===== src/inc/pcl_pkg.sv =====
// Package with constants and carrier types of the peripheral clock control block
package pcl_pkg;

    // ------------------------------------------------------------------
    // Core clock and low-speed oscillator timing
    // ------------------------------------------------------------------
    localparam int CORE_CLK_KHZ = 250000;
    localparam int LS_OSC_FREQ_KHZ = 240;
    // Full period rounds down so the emulated oscillator is never slower than typical
    localparam int LS_OSC_PERIOD_CYCLES = CORE_CLK_KHZ / LS_OSC_FREQ_KHZ;
    localparam int LS_CNT_WIDTH = 11;

    // ------------------------------------------------------------------
    // Peripheral clock divider field encoding
    // ------------------------------------------------------------------
    localparam logic [1:0] DIV_BY_1 = 2'h0;
    localparam logic [1:0] DIV_BY_2 = 2'h1;
    localparam logic [1:0] DIV_BY_4 = 2'h2;
    localparam logic [1:0] DIV_PROHIBITED = 2'h3;
    localparam logic [1:0] DIV_RESET = DIV_BY_1;
    localparam logic [1:0] DIV_CNT_ZERO = 2'h0;
    localparam logic [1:0] DIV_CNT_ONE = 2'h1;
    localparam logic [1:0] DIV_CNT_THREE = 2'h3;

    // ------------------------------------------------------------------
    // Low-speed oscillator mode register reset value
    // ------------------------------------------------------------------
    localparam logic LS_STOP_RESET = 1'h0;

    // ------------------------------------------------------------------
    // Carrier types
    // ------------------------------------------------------------------
    typedef enum logic [1:0] {
        PCL_WDT_SRC_STOP,
        PCL_WDT_SRC_PERIPH,
        PCL_WDT_SRC_LOWSPEED,
        PCL_WDT_SRC_SPARE
    } pcl_wdt_src_type;

    typedef struct packed {
        logic [1:0] peripheral_clock_divider_reg;
        logic lowspeed_osc_stop_bit;
        pcl_wdt_src_type wdt_src;
        logic timer_uses_lowspeed;
    } pcl_ctl_type;

    typedef struct packed {
        logic periph_clk_en;
        logic lowspeed_clk_en;
        logic watchdog_clk_en;
        logic timer_clk_en;
    } pcl_clk_type;

    typedef struct packed {
        logic [1:0] active_divider;
        logic lowspeed_running;
        logic stop_permitted;
        pcl_wdt_src_type wdt_src_effective;
    } pcl_status_type;

endpackage : pcl_pkg


===== src/design/pcl_lowspeed_osc.sv =====
// Low-speed oscillator model: enable pulse at the oscillator rate while running
`timescale 1ns/100ps
module pcl_lowspeed_osc #(
    parameter int PERIOD_CYCLES = pcl_pkg::LS_OSC_PERIOD_CYCLES
) (
    input wire logic core_clk,
    input wire logic rst,
    input wire logic run,
    output logic tick
);
    import pcl_pkg::*;

    localparam logic [LS_CNT_WIDTH-1:0] LAST = LS_CNT_WIDTH'(PERIOD_CYCLES - 1);
    localparam logic [LS_CNT_WIDTH-1:0] CNT_ZERO = '0;

    logic [LS_CNT_WIDTH-1:0] phase;

    // ------------------------------------------------------------------
    // Free-running phase, held at zero while stopped so a restart is clean
    // ------------------------------------------------------------------
    always_ff @(posedge core_clk) begin
        if (rst || !run) begin
            phase <= CNT_ZERO;
        end else if (phase == LAST) begin
            phase <= CNT_ZERO;
        end else begin
            phase <= phase + 1'b1;
        end
    end

    always_ff @(posedge core_clk) begin
        if (rst) begin
            tick <= 1'b0;
        end else begin
            tick <= run && (phase == LAST);
        end
    end

endmodule : pcl_lowspeed_osc


===== src/design/pcl_clock_ctl.sv =====
// Peripheral clock divider and low-speed oscillator control
//
// Overview of operation
// - The peripheral clock is the system clock of the selected oscillator, divided.
// - Peripherals get two clocks: the divided peripheral clock and the low-speed clock.
// - A two-bit field of the divider control register chooses the peripheral clock ratio.
// - Field 00 passes the system clock, 01 halves it, 10 divides by four, 11 is never written.
// - The low-speed oscillator starts by itself when reset is released, at about 240 kHz.
// - An option byte setting decides whether software may stop the low-speed oscillator.
// - When stopping is permitted, the oscillator mode register starts or stops the oscillator.
// - When stopping is not permitted, the watchdog is clocked from the low-speed oscillator.
// - The low-speed oscillator runs independently of the processor clock.
// - A timer counting the low-speed clock keeps counting during standby.
// - Stop bit 1 halts watchdog and timer; stop bit 0 runs both, but in standby only the timer.
// - With stopping not permitted, the watchdog runs in operation and in standby.
// - The watchdog clock is the peripheral clock, the low-speed clock, or stopped.
`timescale 1ns/100ps
module pcl_clock_ctl #(
    parameter int LS_PERIOD_CYCLES = pcl_pkg::LS_OSC_PERIOD_CYCLES
) (
    input wire logic core_clk,
    input wire logic rst,
    input wire logic system_clock_en,
    input wire logic option_stop_permit,
    input wire logic cpu_standby,
    input wire logic cpu_clock_stopped,
    input wire pcl_pkg::pcl_ctl_type ctl,
    output pcl_pkg::pcl_clk_type clk_out,
    output pcl_pkg::pcl_status_type status
);
    import pcl_pkg::*;

    // ------------------------------------------------------------------
    // Option byte capture
    // ------------------------------------------------------------------
    logic stop_permitted;
    logic option_loaded;

    // The option byte is read once after reset release and then held
    always_ff @(posedge core_clk) begin
        if (rst) begin
            option_loaded <= 1'b0;
        end else begin
            option_loaded <= 1'b1;
        end
    end

    always_ff @(posedge core_clk) begin
        if (rst) begin
            stop_permitted <= 1'b0;
        end else if (!option_loaded) begin
            stop_permitted <= option_stop_permit;
        end
    end

    // ------------------------------------------------------------------
    // Peripheral clock divider
    // ------------------------------------------------------------------
    logic [1:0] active_divider;
    logic [1:0] div_cnt;
    logic [1:0] div_last;
    logic period_end;
    logic [1:0] next_divider;

    always_comb begin
        case (active_divider)
            DIV_BY_1: div_last = DIV_CNT_ZERO;
            DIV_BY_2: div_last = DIV_CNT_ONE;
            DIV_BY_4: div_last = DIV_CNT_THREE;
            default: div_last = DIV_CNT_ZERO;
        endcase
    end

    // A period ends on the last enabled system cycle of the ratio in force
    assign period_end = system_clock_en && (div_cnt == div_last);

    // Prohibited code keeps the ratio already in use
    always_comb begin
        if (ctl.peripheral_clock_divider_reg == DIV_PROHIBITED) begin
            next_divider = active_divider;
        end else begin
            next_divider = ctl.peripheral_clock_divider_reg;
        end
    end

    always_ff @(posedge core_clk) begin
        if (rst) begin
            div_cnt <= DIV_CNT_ZERO;
        end else if (period_end) begin
            div_cnt <= DIV_CNT_ZERO;
        end else if (system_clock_en) begin
            div_cnt <= div_cnt + DIV_CNT_ONE;
        end
    end

    // New ratio is taken only at the end of a full output period
    always_ff @(posedge core_clk) begin
        if (rst) begin
            active_divider <= DIV_RESET;
        end else if (period_end) begin
            active_divider <= next_divider;
        end
    end

    // ------------------------------------------------------------------
    // Low-speed oscillator run control
    // ------------------------------------------------------------------
    logic lowspeed_run;
    logic lowspeed_tick;

    // Runs from reset release; the processor clock state has no say here
    always_comb begin
        if (stop_permitted) begin
            lowspeed_run = !ctl.lowspeed_osc_stop_bit;
        end else begin
            lowspeed_run = 1'b1;
        end
    end

    // Phase restarts on each start, so the first tick comes a full period later
    pcl_lowspeed_osc #(
        .PERIOD_CYCLES(LS_PERIOD_CYCLES)
    ) u_lowspeed_osc (
        .core_clk(core_clk),
        .rst(rst),
        .run(lowspeed_run),
        .tick(lowspeed_tick)
    );

    // ------------------------------------------------------------------
    // Watchdog source selection
    // ------------------------------------------------------------------
    pcl_wdt_src_type wdt_src_eff;
    logic wdt_en;

    // The option byte lock overrides any software source choice
    always_comb begin
        if (!stop_permitted) begin
            wdt_src_eff = PCL_WDT_SRC_LOWSPEED;
        end else begin
            wdt_src_eff = ctl.wdt_src;
        end
    end

    always_comb begin
        case (wdt_src_eff)
            PCL_WDT_SRC_PERIPH: wdt_en = period_end && !cpu_clock_stopped;
            PCL_WDT_SRC_LOWSPEED: begin
                if (!stop_permitted) begin
                    wdt_en = lowspeed_tick;
                end else begin
                    wdt_en = lowspeed_tick && !cpu_standby;
                end
            end
            PCL_WDT_SRC_STOP: wdt_en = 1'b0;
            // The spare code behaves as a stopped source
            default: wdt_en = 1'b0;
        endcase
    end

    // ------------------------------------------------------------------
    // Output clock enables
    // ------------------------------------------------------------------
    logic periph_pulse;
    logic lowspeed_pulse;
    logic watchdog_pulse;
    logic timer_pulse;

    always_ff @(posedge core_clk) begin
        if (rst) begin
            periph_pulse <= 1'b0;
            lowspeed_pulse <= 1'b0;
        end else begin
            periph_pulse <= period_end;
            lowspeed_pulse <= lowspeed_tick;
        end
    end

    always_ff @(posedge core_clk) begin
        if (rst) begin
            watchdog_pulse <= 1'b0;
        end else begin
            watchdog_pulse <= wdt_en;
        end
    end

    // Timer on the low-speed clock ignores standby; stop bit already gates the tick
    always_ff @(posedge core_clk) begin
        if (rst) begin
            timer_pulse <= 1'b0;
        end else if (ctl.timer_uses_lowspeed) begin
            timer_pulse <= lowspeed_tick;
        end else begin
            timer_pulse <= period_end && !cpu_standby;
        end
    end

    // Peripheral and low-speed enables share a process, watchdog and timer each have one; the struct is assembled once so it has one driver
    assign clk_out = '{periph_clk_en: periph_pulse,
                       lowspeed_clk_en: lowspeed_pulse,
                       watchdog_clk_en: watchdog_pulse,
                       timer_clk_en: timer_pulse};

    // ------------------------------------------------------------------
    // Status
    // ------------------------------------------------------------------
    // Status mirrors the internal state one cycle late
    always_ff @(posedge core_clk) begin
        if (rst) begin
            status.active_divider <= DIV_RESET;
            status.lowspeed_running <= 1'b0;
            status.stop_permitted <= 1'b0;
            status.wdt_src_effective <= PCL_WDT_SRC_LOWSPEED;
        end else begin
            status.active_divider <= active_divider;
            status.lowspeed_running <= lowspeed_run;
            status.stop_permitted <= stop_permitted;
            status.wdt_src_effective <= wdt_src_eff;
        end
    end

endmodule : pcl_clock_ctl


===== config.mk =====
export PLATFORM = sky130hd
export DESIGN_NAME = pcl_clock_ctl
export DESIGN_NICKNAME = d
export VERILOG_FILES = /design/src/inc/pcl_pkg.sv /design/src/design/pcl_lowspeed_osc.sv /design/src/design/pcl_clock_ctl.sv
export SDC_FILE = /design/constraint.sdc
export NUM_CORES = 1
export LEC_CHECK = 0
export ABC_AREA = 1
export BUFFER_PORTS_ARGS = -buffer_cell sky130_fd_sc_hd__buf_2
export CORE_MARGIN = 1
export CORE_UTILIZATION = 58
export DETAILED_ROUTE_END_ITERATION = 6
export MAX_ROUTING_LAYER = met4
export PLACE_DENSITY = 0.9
export REMOVE_ABC_BUFFERS = 1
export SETUP_SLACK_MARGIN = 0.3
export SLEW_MARGIN = 20
export SYNTH_ARGS = -nofsm -noshare
export SYNTH_HDL_FRONTEND = slang
export SYNTH_SLANG_ARGS = --single-unit

===== constraint.sdc =====
create_clock -name core_clk -period 3.25 [get_ports core_clk]
set_input_delay 0.325 -clock core_clk [delete_from_list [all_inputs] [get_ports core_clk]]
set_output_delay 0.325 -clock core_clk [all_outputs]
set_load 0.005 [all_outputs]

==> flow_summary_export.csv, run 1 <==
group,metric,value,unit
timing,min_period,1420,ps
drt,wl_per_cell,10.7,um
drt,dr.pass1.iters,4,
drt,drt-total-wl,2.25,mm
global_routing,grt_start_max_net_pins,17,
yosys,syn_area_per_cell,7.72,um2
timing,drv_slew,0,
cts,clk_path_buf_depth,2,
cts,cts-htree-levels,1,
cts,cts.sink_count,28,
drt,drt_iter0_markers,14,
worst_setup_path,critPathKind,"flip-flop to flip-flop",
yosys,seq_area_frac_synth,44.5,%
worst_setup_path,crit_path_max_fanout,4,
floorplanning,dieArea,2360,um2
timing,clock.fmax,703,MHz
global_routing,grt_usage,21.4,%
floorplanning,rows,16,
worst_setup_path,crit_path_max_incr_delay,460,ps
timing,hold_viol_final,0,
cts,cts_tree,"yes",
timing,fin_skew,4.05,ps
job,cap_violations,0,
drt,ant_nets,0,
timing,tns,0,ps
layout,fin_util,69.8,%
timing,worstMarginPinSlew,260,ps
yosys,ys_warn_count,0,
placed_design,pre_cts_slack,1860,ps
drt,drc,0,
worst_setup_path,worst_setup_path_end_kind,"flip-flop",
timing,final-setup-viol-count,0,
cts,ctsRootBufferMaster,"clkbuf_4",
timing,fin_crit_sh,43.8,%
timing,max-slew-margin-rel,82.6,%
yosys,synth_cell_types,23,
timing,rsz0062_at_grt,"no",
min_path,hold_path_class,"input port to flip-flop",
min_path,whs_path_depth,2,
layout,nets,200,
worst_setup_path,worst-path-buf-inv,1,
layout,drive_gt1_share,20.9,%
drt,via_per_inst,4.83,
worst_setup_path,crit_family,"flip-flops",
pwr,power,672,uW
global_routing,grt-ovfl-total,0,
floorplanning,coreArea,2000,um2
global_routing,grt_pass1_vias,935,
cts,cts_hold_buf,0,
global_routing,antenna_found_initial,0,
floorplanning,die_width,48.6,um
cts,numCtsBuffers,3,
cts,clkSlewWorstSetupHoldPaths,140,ps
placed_design,dpl.hpwl,1.66,mm
floorplanning,start_util,62.9,%
cts,post_cts_buffers,0,
worst_setup_path,crit_path_top_delay_cell,"dfxtp_1",
pwr,p_leak,0.000637,uW
placed_design,port_buffers,21,
pwr,p_per_area,481,nW/um2
floorplanning,pin_count,22,
worst_setup_path,path_depth,6,
layout,area_growth,11.0,%
yosys,synth_area,1260,um2
cts,cts-resized-gates,0,
timing,timing.hold.ws,190,ps
yosys,ys_seq_elements,28,
cts,clk-insertion-delay-late,330,ps
run_status,outcome,"complete, no violations",
worst_setup_path,ff2ff_path_depth,6,
layout,antenna-diode-count,0,
yosys,netlist_instances,163,
worst_setup_path,crit_chain,"inv_1, nor2_1, ha_1, nor3b_1, nand2_1, a21oi_1",
drt,num_vias,1010,
global_routing,grt_pass1_wl,3.73,mm
worst_setup_path,crit_path_start_kind,"flip-flop",
pwr,ir_drop,0.399,mV
placed_design,gp_congestion,0.888,
worst_setup_path,arrival,1690,ps
timing,setup_slack,1830,ps
floorplanning,die_h,48.6,um
worst_setup_path,r2r_slack,1830,ps
worst_setup_path,critPathRequiredTime,3520,ps
cells by family (layout without fill, tap and decap cells):
family          Yosys count  count (layout)  share of synthesized area, %
simple gates             79              79                          27.9
xor+xnor                  4               4                          2.78
buf+inv                  34              53                          12.5
fa+ha+maj                 5               5                          4.97
compound gates           13              13                          7.26
flops                    28              28                          44.5
layout make-up:
cell class | count | area, um2
Fill cell | 149 | 604
Sequential cell | 28 | 561
Multi-Input combinational cell | 101 | 541
Timing Repair Buffer | 21 | 105
Inverter | 28 | 105
Tap cell | 27 | 33.8
Clock inverter | 1 | 30.0
Clock buffer | 3 | 22.5
through the flow:
step	std cells	instance area (um2)
6_report	209	1400
5_1_grt	209	1400
4_1_cts	209	1400
3_5_place_dp	205	1350
3_3_place_gp	205	1350
2_1_floorplan	157	1210
registers in the layout, summed over array words and instances (netlist names):
| register | flops |
|---|---|
| status | 6 |
| stop_permitted | 1 |
| option_loaded | 1 |
| periph_pulse | 1 |
| u_lowspeed_osc.tick | 1 |
| watchdog_pulse | 1 |
| lowspeed_pulse | 1 |
| timer_pulse | 1 |
| u_lowspeed_osc.phase | 11 |
| div_cnt | 2 |
| active_divider | 2 |
report_power, final:
group          switching, uW  internal [uW]  total [uW]
Clock                    100            125         225
Combinational           46.3           30.8        77.1
Sequential              10.4            359         370
synth_stat cells:
cell type	n	area (um2)
a21oi_1	6	30.0
a21oi_2	4	35.0
a21oi_4	1	16.3
buf_4	4	30.0
buf_6	2	22.5
dfxtp_1	28	561
ha_1	5	62.6
inv_1	27	101
inv_2	1	3.75
nand2_1	35	131
nand2_2	1	6.26
nand3_1	8	40.0
nand3_2	2	20.0
nand4_1	3	18.8
nor2_1	23	86.3
nor2_2	3	18.8
nor2_4	1	11.3
nor3_1	1	5.00
nor3b_1	1	7.51
o21ai_0	2	10.0
or2_1	1	6.26
xnor2_1	1	8.76
xor2_1	3	26.3
worst paths after layout:
check | to | startpoint
hold / removal | status[3] | ctl[3]
setup / recovery | watchdog_pulse | stop_permitted
setup reg to reg | watchdog_pulse | stop_permitted
hold reg to reg | status[5] | active_divider[1]
worst register-to-register path, stage by stage, from the launching register on:
cell     delay [ps]
dfxtp_1         460
inv_1           110
nor2_1          180
ha_1            210
nor3b_1         200
nand2_1          80
a21oi_1         130
cells in the final DEF, fill, tap and decap left out, types with 4 or more instances in the layout:
master,Yosys,routed
nand3_1,8,8
a21oi_2,4,4
a21oi_1,6,6
buf_2,0,21
nor2_1,23,23
nand2_1,35,35
ha_1,5,5
inv_1,27,27
dfxtp_1,28,28
layer usage:
layer / vias to the layer above / track usage [%] / routed length, um
met5: - / - / 0
li1: 536 / - / -
met3: 9 / 4.09 / 58
met1: 451 / 22.0 / 976
met4: 0 / 13.2 / 87
met2: 14 / 37.6 / 1120
(Power assumes the default switching activity.)
==> run 2: changes to the inputs <==
CORE_UTILIZATION = 48   (was 58)
PLACE_DENSITY = 0.81   (was 0.9)
clock period = 1.2 ns   (was 3.25 ns; I/O delays follow)
==> run 2 against run 1 <==
Via count is 14% higher; clock skew is 5.9 ps higher; cell count is 6.2% higher; clock power is 76% higher; non-clock buffer count is 10 higher; critical path depth is 2 higher; clock-buffer cell count stayed put; maximum frequency is 9.0% higher; setup slack worse by 1900 ps; the flow now finishes with violations (setup timing); register-to-register slack worse by 1900 ps.
==> flow_summary_export.csv, run 2 (synthesis gave the netlist of run 1 again) <==
group,metric,value,unit
timing,fin_skew,9.91,ps
pwr,p_per_area,1070,nW/um2
worst_setup_path,critPathKind,"flip-flop to flip-flop",
cts,clk_path_buf_depth,2,
pwr,ir_drop,0.727,mV
floorplanning,start_util,50.8,%
job,cap_violations,0,
cts,cts-htree-levels,1,
layout,reg_top3,"u_lowspeed_osc.phase x11, status x6",
worst_setup_path,critPathLaunch,"active_divider[0]",
global_routing,grt_pass1_vias,1035,
drt,ant_nets,0,
floorplanning,dieArea,2830,um2
worst_setup_path,crit_path_max_fanout,8,
drt,drt-total-wl,2.99,mm
timing,clock.fmax,766,MHz
global_routing,grt_start_max_net_pins,15,
timing,rsz0062_at_grt,"yes",
drt,drc,0,
timing,worstMarginPinSlew,285,ps
timing,final-setup-viol-count,7,
layout,regArea,579,um2
global_routing,antenna_found_initial,0,
global_routing,grt_usage,21.1,%
pwr,power,1770,uW
global_routing,grt-ovfl-total,0,
layout,final_cell_mix,"nand2_1 (31), inv_1 (21), buf_2 (20)",
layout,drive_gt1_share,44.8,%
timing,fin_crit_sh,109,%
run_status,outcome,"finished with violations",
worst_setup_path,reg2reg_to,"watchdog_pulse",
layout,antenna-diode-count,0,
min_path,hold_path_class,"input port to flip-flop",
timing,setup_slack,-105,ps
cts,ctsRootBufferMaster,"clkbuf_4",
placed_design,gp_congestion,0.811,
layout,multi_input_area,709,um2
worst_setup_path,worst_setup_path_end_kind,"flip-flop",
timing,max-slew-margin-rel,80.9,%
cts,clkSlewWorstSetupHoldPaths,140,ps
run_status,violations,"setup timing",
worst_setup_path,r2r_slack,-110,ps
drt,wl_per_cell,13.5,um
pwr,p_leak,0.000697,uW
drt,num_vias,1150,
timing,drv_slew,0,
timing,hold_viol_final,0,
placed_design,port_buffers,21,
timing,min_period,1310,ps
worst_setup_path,endpoint,"watchdog_pulse",
global_routing,grt_pass1_wl,4.17,mm
placed_design,dpl.hpwl,1.85,mm
worst_setup_path,crit_path_start_kind,"flip-flop",
worst_setup_path,critPathRequiredTime,1480,ps
layout,area_growth,31.0,%
drt,dr.pass1.iters,4,
floorplanning,coreArea,2480,um2
floorplanning,rows,18,
placed_design,pre_cts_slack,-178,ps
cts,numCtsBuffers,3,
worst_setup_path,arrival,1580,ps
worst_setup_path,reg2reg_from,"active_divider[0]",
layout,regMostFlops,"u_lowspeed_osc.phase",
cts,cts_hold_buf,0,
floorplanning,die_width,53.2,um
worst_setup_path,ff2ff_path_depth,8,
layout,n_fill_cell,183,
cts,cts.sink_count,28,
layout,layout_commonest_cell,"nand2_1",
layout,nets,211,
min_path,whs_path_depth,3,
floorplanning,die_h,53.2,um
drt,drt_iter0_markers,27,
cts,cts_tree,"yes",
layout,largest_register_ffs,11,
floorplanning,pin_count,22,
cts,clk-insertion-delay-late,340,ps
drt,via_per_inst,5.18,
==> run 2: changes by cell type in the layout (fill, tap and decap cells not counted), moves of 4 or more <==
cell	previous run	this run
dfxtp_1	28	17
buf_4	0	9
dfxtp_2	0	9
nor2_1	23	15
inv_1	27	21
nor2_4	1	7
inv_2	1	5
nand2_1	35	31
==> run 2: report_power, final <==
| part | leakage [uW] | switching (uW) | internal (uW) |
|---|---|---|---|
| Clock | 0.0000138 | 279 | 118 |
| Combinational | 0.000450 | 195 | 159 |
| Sequential | 0.000233 | 38.1 | 977 |
| Total | 0.000697 | 512 | 1250 |
==> run 2: through the flow <==
stage	instance area, um2	utilization (%)	setup TNS, ps	std cells	hold WS [ps]
global placement	1410	56.9	-651	216	338
detailed placement	1410	56.9	-1840	216	346
floorplan	1210	-	-48.1	157	190
CTS	1550	62.5	-290	220	11.9
finish	1650	66.6	-535	222	10.8
global route	1650	66.6	-1120	222	21.0
==> run 2: layer usage <==
layer | GRT usage, % | vias to the layer above | wire length (um)
li1 | - | 555 | -
met1 | 22.9 | 557 | 1150
met2 | 37.5 | 29 | 1660
met3 | 1.72 | 9 | 81
met4 | 11.8 | 0 | 106
met5 | - | - | 0
==> run 2: how the worst min path moves through the flow <==
stage                      start          end  slack (ps)
after floorplan              rst    status[3]         190
after global placement    ctl[0]  timer_pulse         340
after detailed placement  ctl[0]  timer_pulse         350
after CTS                 ctl[0]  timer_pulse          10
after global routing      ctl[0]  timer_pulse          20
final                     ctl[0]  timer_pulse          10
==> run 2: worst max-delay path: stages (launching register included) <==
cell and delay (ps):
dfxtp_2 360, inv_2 50, ha_4 260, inv_2 30
nand2_2 50, nand2_2 60, nor2_4 200, nand2_1 100
a21oi_2 140
==> run 2: final cells by class <==
type / instances / share of cell area (%)
multi-input cells: 102 / 43.0
flip-flops and latches: 28 / 35.1
repair buffers: 31 / 11.5
inverters: 28 / 6.68
well taps: 30 / 2.28
clock buffers: 3 / 1.37
==> run 2: what timing repair did <==
| action | CTS | global route |
|---|---|---|
| setup buffers | 0 | 2 |
| cloned | 1 | 0 |
| gates resized for setup | 33 | 25 |
| setup endpoints to repair | 20 | 28 |
| pin swaps | 19 | 6 |
==> run 3: changes to the inputs <==
CELL_PAD_IN_SITES_DETAIL_PLACEMENT = 0   (was unset)
CELL_PAD_IN_SITES_GLOBAL_PLACEMENT = 1   (was unset)
CORE_UTILIZATION = 35   (was 48)
RECOVER_POWER = 50   (was unset)
==> run 3 against run 2 <==
Die area rose by 36%; critical endpoint is now status[4]; highest routed layer unchanged; clock-buffer cell count did not move; largest cell class unchanged; cell count rose by 12%; non-clock buffer count rose by 10; combinational power rose by 14%; core utilization fell by 13 points; via count fell by 3.0%; worst hold slack improved by 7.4 ps; sequential power barely moved; first-iteration DRC count rose by 33%; register-to-register slack got worse by 30 ps; cell area rose by 9.4%; the flow still finishes with violations (setup timing).
==> flow_summary_export.csv, run 3 (synthesis gave the netlist of run 1 again) <==
group,metric,value,unit
run_status,outcome,"finished with violations",
run_status,violations,"setup timing",
placed_design,pre_cts_slack,-131,ps
timing,fin_crit_sh,111,%
timing,drv_slew,0,
worst_setup_path,crit_path_max_fanout,2,
pwr,p_leak,0.000757,uW
floorplanning,start_util,37.1,%
drt,drt-total-wl,2.80,mm
worst_setup_path,crit_family,"buffers and inverters",
layout,nets,221,
layout,reg_top3,"u_lowspeed_osc.phase x11, status x6",
cts,cts.sink_count,28,
timing,rsz0062_at_grt,"yes",
worst_setup_path,crit_chain,"inv_2, buf_4, buf_6, buf_4, buf_4, buf_6, buf_6, buf_6, nor2_2",
floorplanning,coreArea,3390,um2
timing,fin_skew,13.4,ps
cts,clk-insertion-delay-late,340,ps
pwr,p_per_area,1130,nW/um2
cts,cts-htree-levels,1,
worst_setup_path,crit_path_start_kind,"flip-flop",
timing,setup_slack,-132,ps
placed_design,port_buffers,21,
timing,final-setup-viol-count,8,
drt,ant_nets,0,
worst_setup_path,critPathRequiredTime,1490,ps
drt,drc,0,
global_routing,grt_usage,14.9,%
layout,regArea,582,um2
timing,timing.hold.ws,18.1,ps
layout,regMostFlops,"u_lowspeed_osc.phase",
layout,area_growth,43.3,%
placed_design,gp_congestion,0.757,
cts,clkSlewWorstSetupHoldPaths,160,ps
timing,min_period,1330,ps
worst_setup_path,critPathKind,"flip-flop to flip-flop",
floorplanning,pin_count,22,
layout,drive_gt1_share,46.8,%
drt,via_per_inst,4.48,
worst_setup_path,worst_setup_path_end_kind,"flip-flop",
floorplanning,die_h,62.0,um
floorplanning,rows,21,
global_routing,grt_pass1_wl,4.07,mm
drt,wl_per_cell,11.2,um
cts,cts_tree,"yes",
global_routing,grt-ovfl-total,0,
job,cap_violations,0,
drt,dr.pass1.iters,6,
layout,multi_input_area,687,um2
worst_setup_path,worst-path-buf-inv,8,
floorplanning,dieArea,3840,um2
cts,numCtsBuffers,3,
worst_setup_path,crit_path_top_delay_cell,"dfxtp_2",
timing,worstMarginPinSlew,275,ps
layout,layout_commonest_cell,"nand2_1",
min_path,hold_path_class,"input port to flip-flop",
pwr,ir_drop,0.543,mV
placed_design,dpl.hpwl,1.72,mm
global_routing,antenna_found_initial,0,
drt,drt_iter0_markers,36,
worst_setup_path,crit_path_max_incr_delay,370,ps
cts,ctsRootBufferMaster,"clkbuf_4",
global_routing,grt_start_max_net_pins,17,
timing,clock.fmax,751,MHz
global_routing,grt_pass1_vias,980,
layout,antenna-diode-count,0,
layout,n_fill_cell,291,
floorplanning,die_width,62.0,um
layout,largest_register_ffs,11,
drt,num_vias,1115,
timing,hold_viol_final,0,
layout,final_cell_mix,"nand2_1 (31), inv_1 (21), nor2_1 (16)",
worst_setup_path,cpMostUsedCell,"buf_6",
timing,max-slew-margin-rel,81.6,%
worst_setup_path,arrival,1620,ps
cts,clk_path_buf_depth,2,
[run 3: cell count changes in the layout (fill, tap and decap cells not counted), moves of 2 or more]
cell / delta
buf_2: -5
dfxtp_2: +2
buf_6: +10
dfxtp_1: -2
buf_4: +4
[run 3: final cells by class]
class	count	area share (%)
clock buffer	3	1.25
clock inverter	1	1.66
inverter	28	5.96
multi-input combinational	102	38.1
sequential	28	32.2
tap	46	3.19
timing repair buffer	41	17.6
[run 3: metal layers]
| metal | wire length [um] | global-route usage (%) | vias up |
|---|---|---|---|
| met5 | 0 | - | - |
| met4 | 26 | 7.30 | 0 |
| met3 | 46 | 1.24 | 2 |
| met2 | 1510 | 24.5 | 15 |
| met1 | 1210 | 18.2 | 523 |
| li1 | - | - | 575 |
[run 3: final timing paths]
kind | slack, ps | startpoint | depth (start not counted) | endpoint
worst max-delay path | -130 | active_divider[0] | 9 | status[4]
worst min-delay path | 20 | cpu_clock_stopped | 4 | watchdog_pulse
worst max register to register | -130 | active_divider[0] | 9 | status[4]
worst min register to register | 430 | u_lowspeed_osc.tick | 2 | lowspeed_pulse
[run 3: report_power, final]
| group | internal [uW] | total, uW | switching (uW) |
|---|---|---|---|
| clock network | 338 | 630 | 292 |
| logic | 206 | 406 | 200 |
| registers | 977 | 1010 | 34.4 |
| total | 1520 | 2050 | 526 |
[run 3: tightest hold or removal path: stages]
cell and delay [ps]:
buf_2 70, nor3b_1 40, nand2_1 70, a21oi_2 40
[run 3: what timing repair did]
item / CTS / global route
endpoints found under the hold margin: 1 / 0
endpoints found under the setup margin: 29 / 30
setup buffers: 7 / 4
resized for setup: 34 / 30
pin swaps: 17 / 8
gates cloned: 1 / 0
hold buffers: 1 / 0
[run 3: per-stage QoR]
| stage | power (uW) | TNS (ps) | instances | utilization, % | instance area [um2] |
|---|---|---|---|---|---|
| after floorplan | 1160 | -48.1 | 157 | - | 1210 |
| after global placement | 1250 | -901 | 232 | 42.2 | 1430 |
| after detailed placement | 1260 | -1840 | 232 | 42.2 | 1430 |
| after CTS | 1980 | -218 | 245 | 49.1 | 1670 |
| after global routing | 2150 | -1380 | 249 | 53.2 | 1800 |
| final | 2050 | -756 | 249 | 53.2 | 1800 |
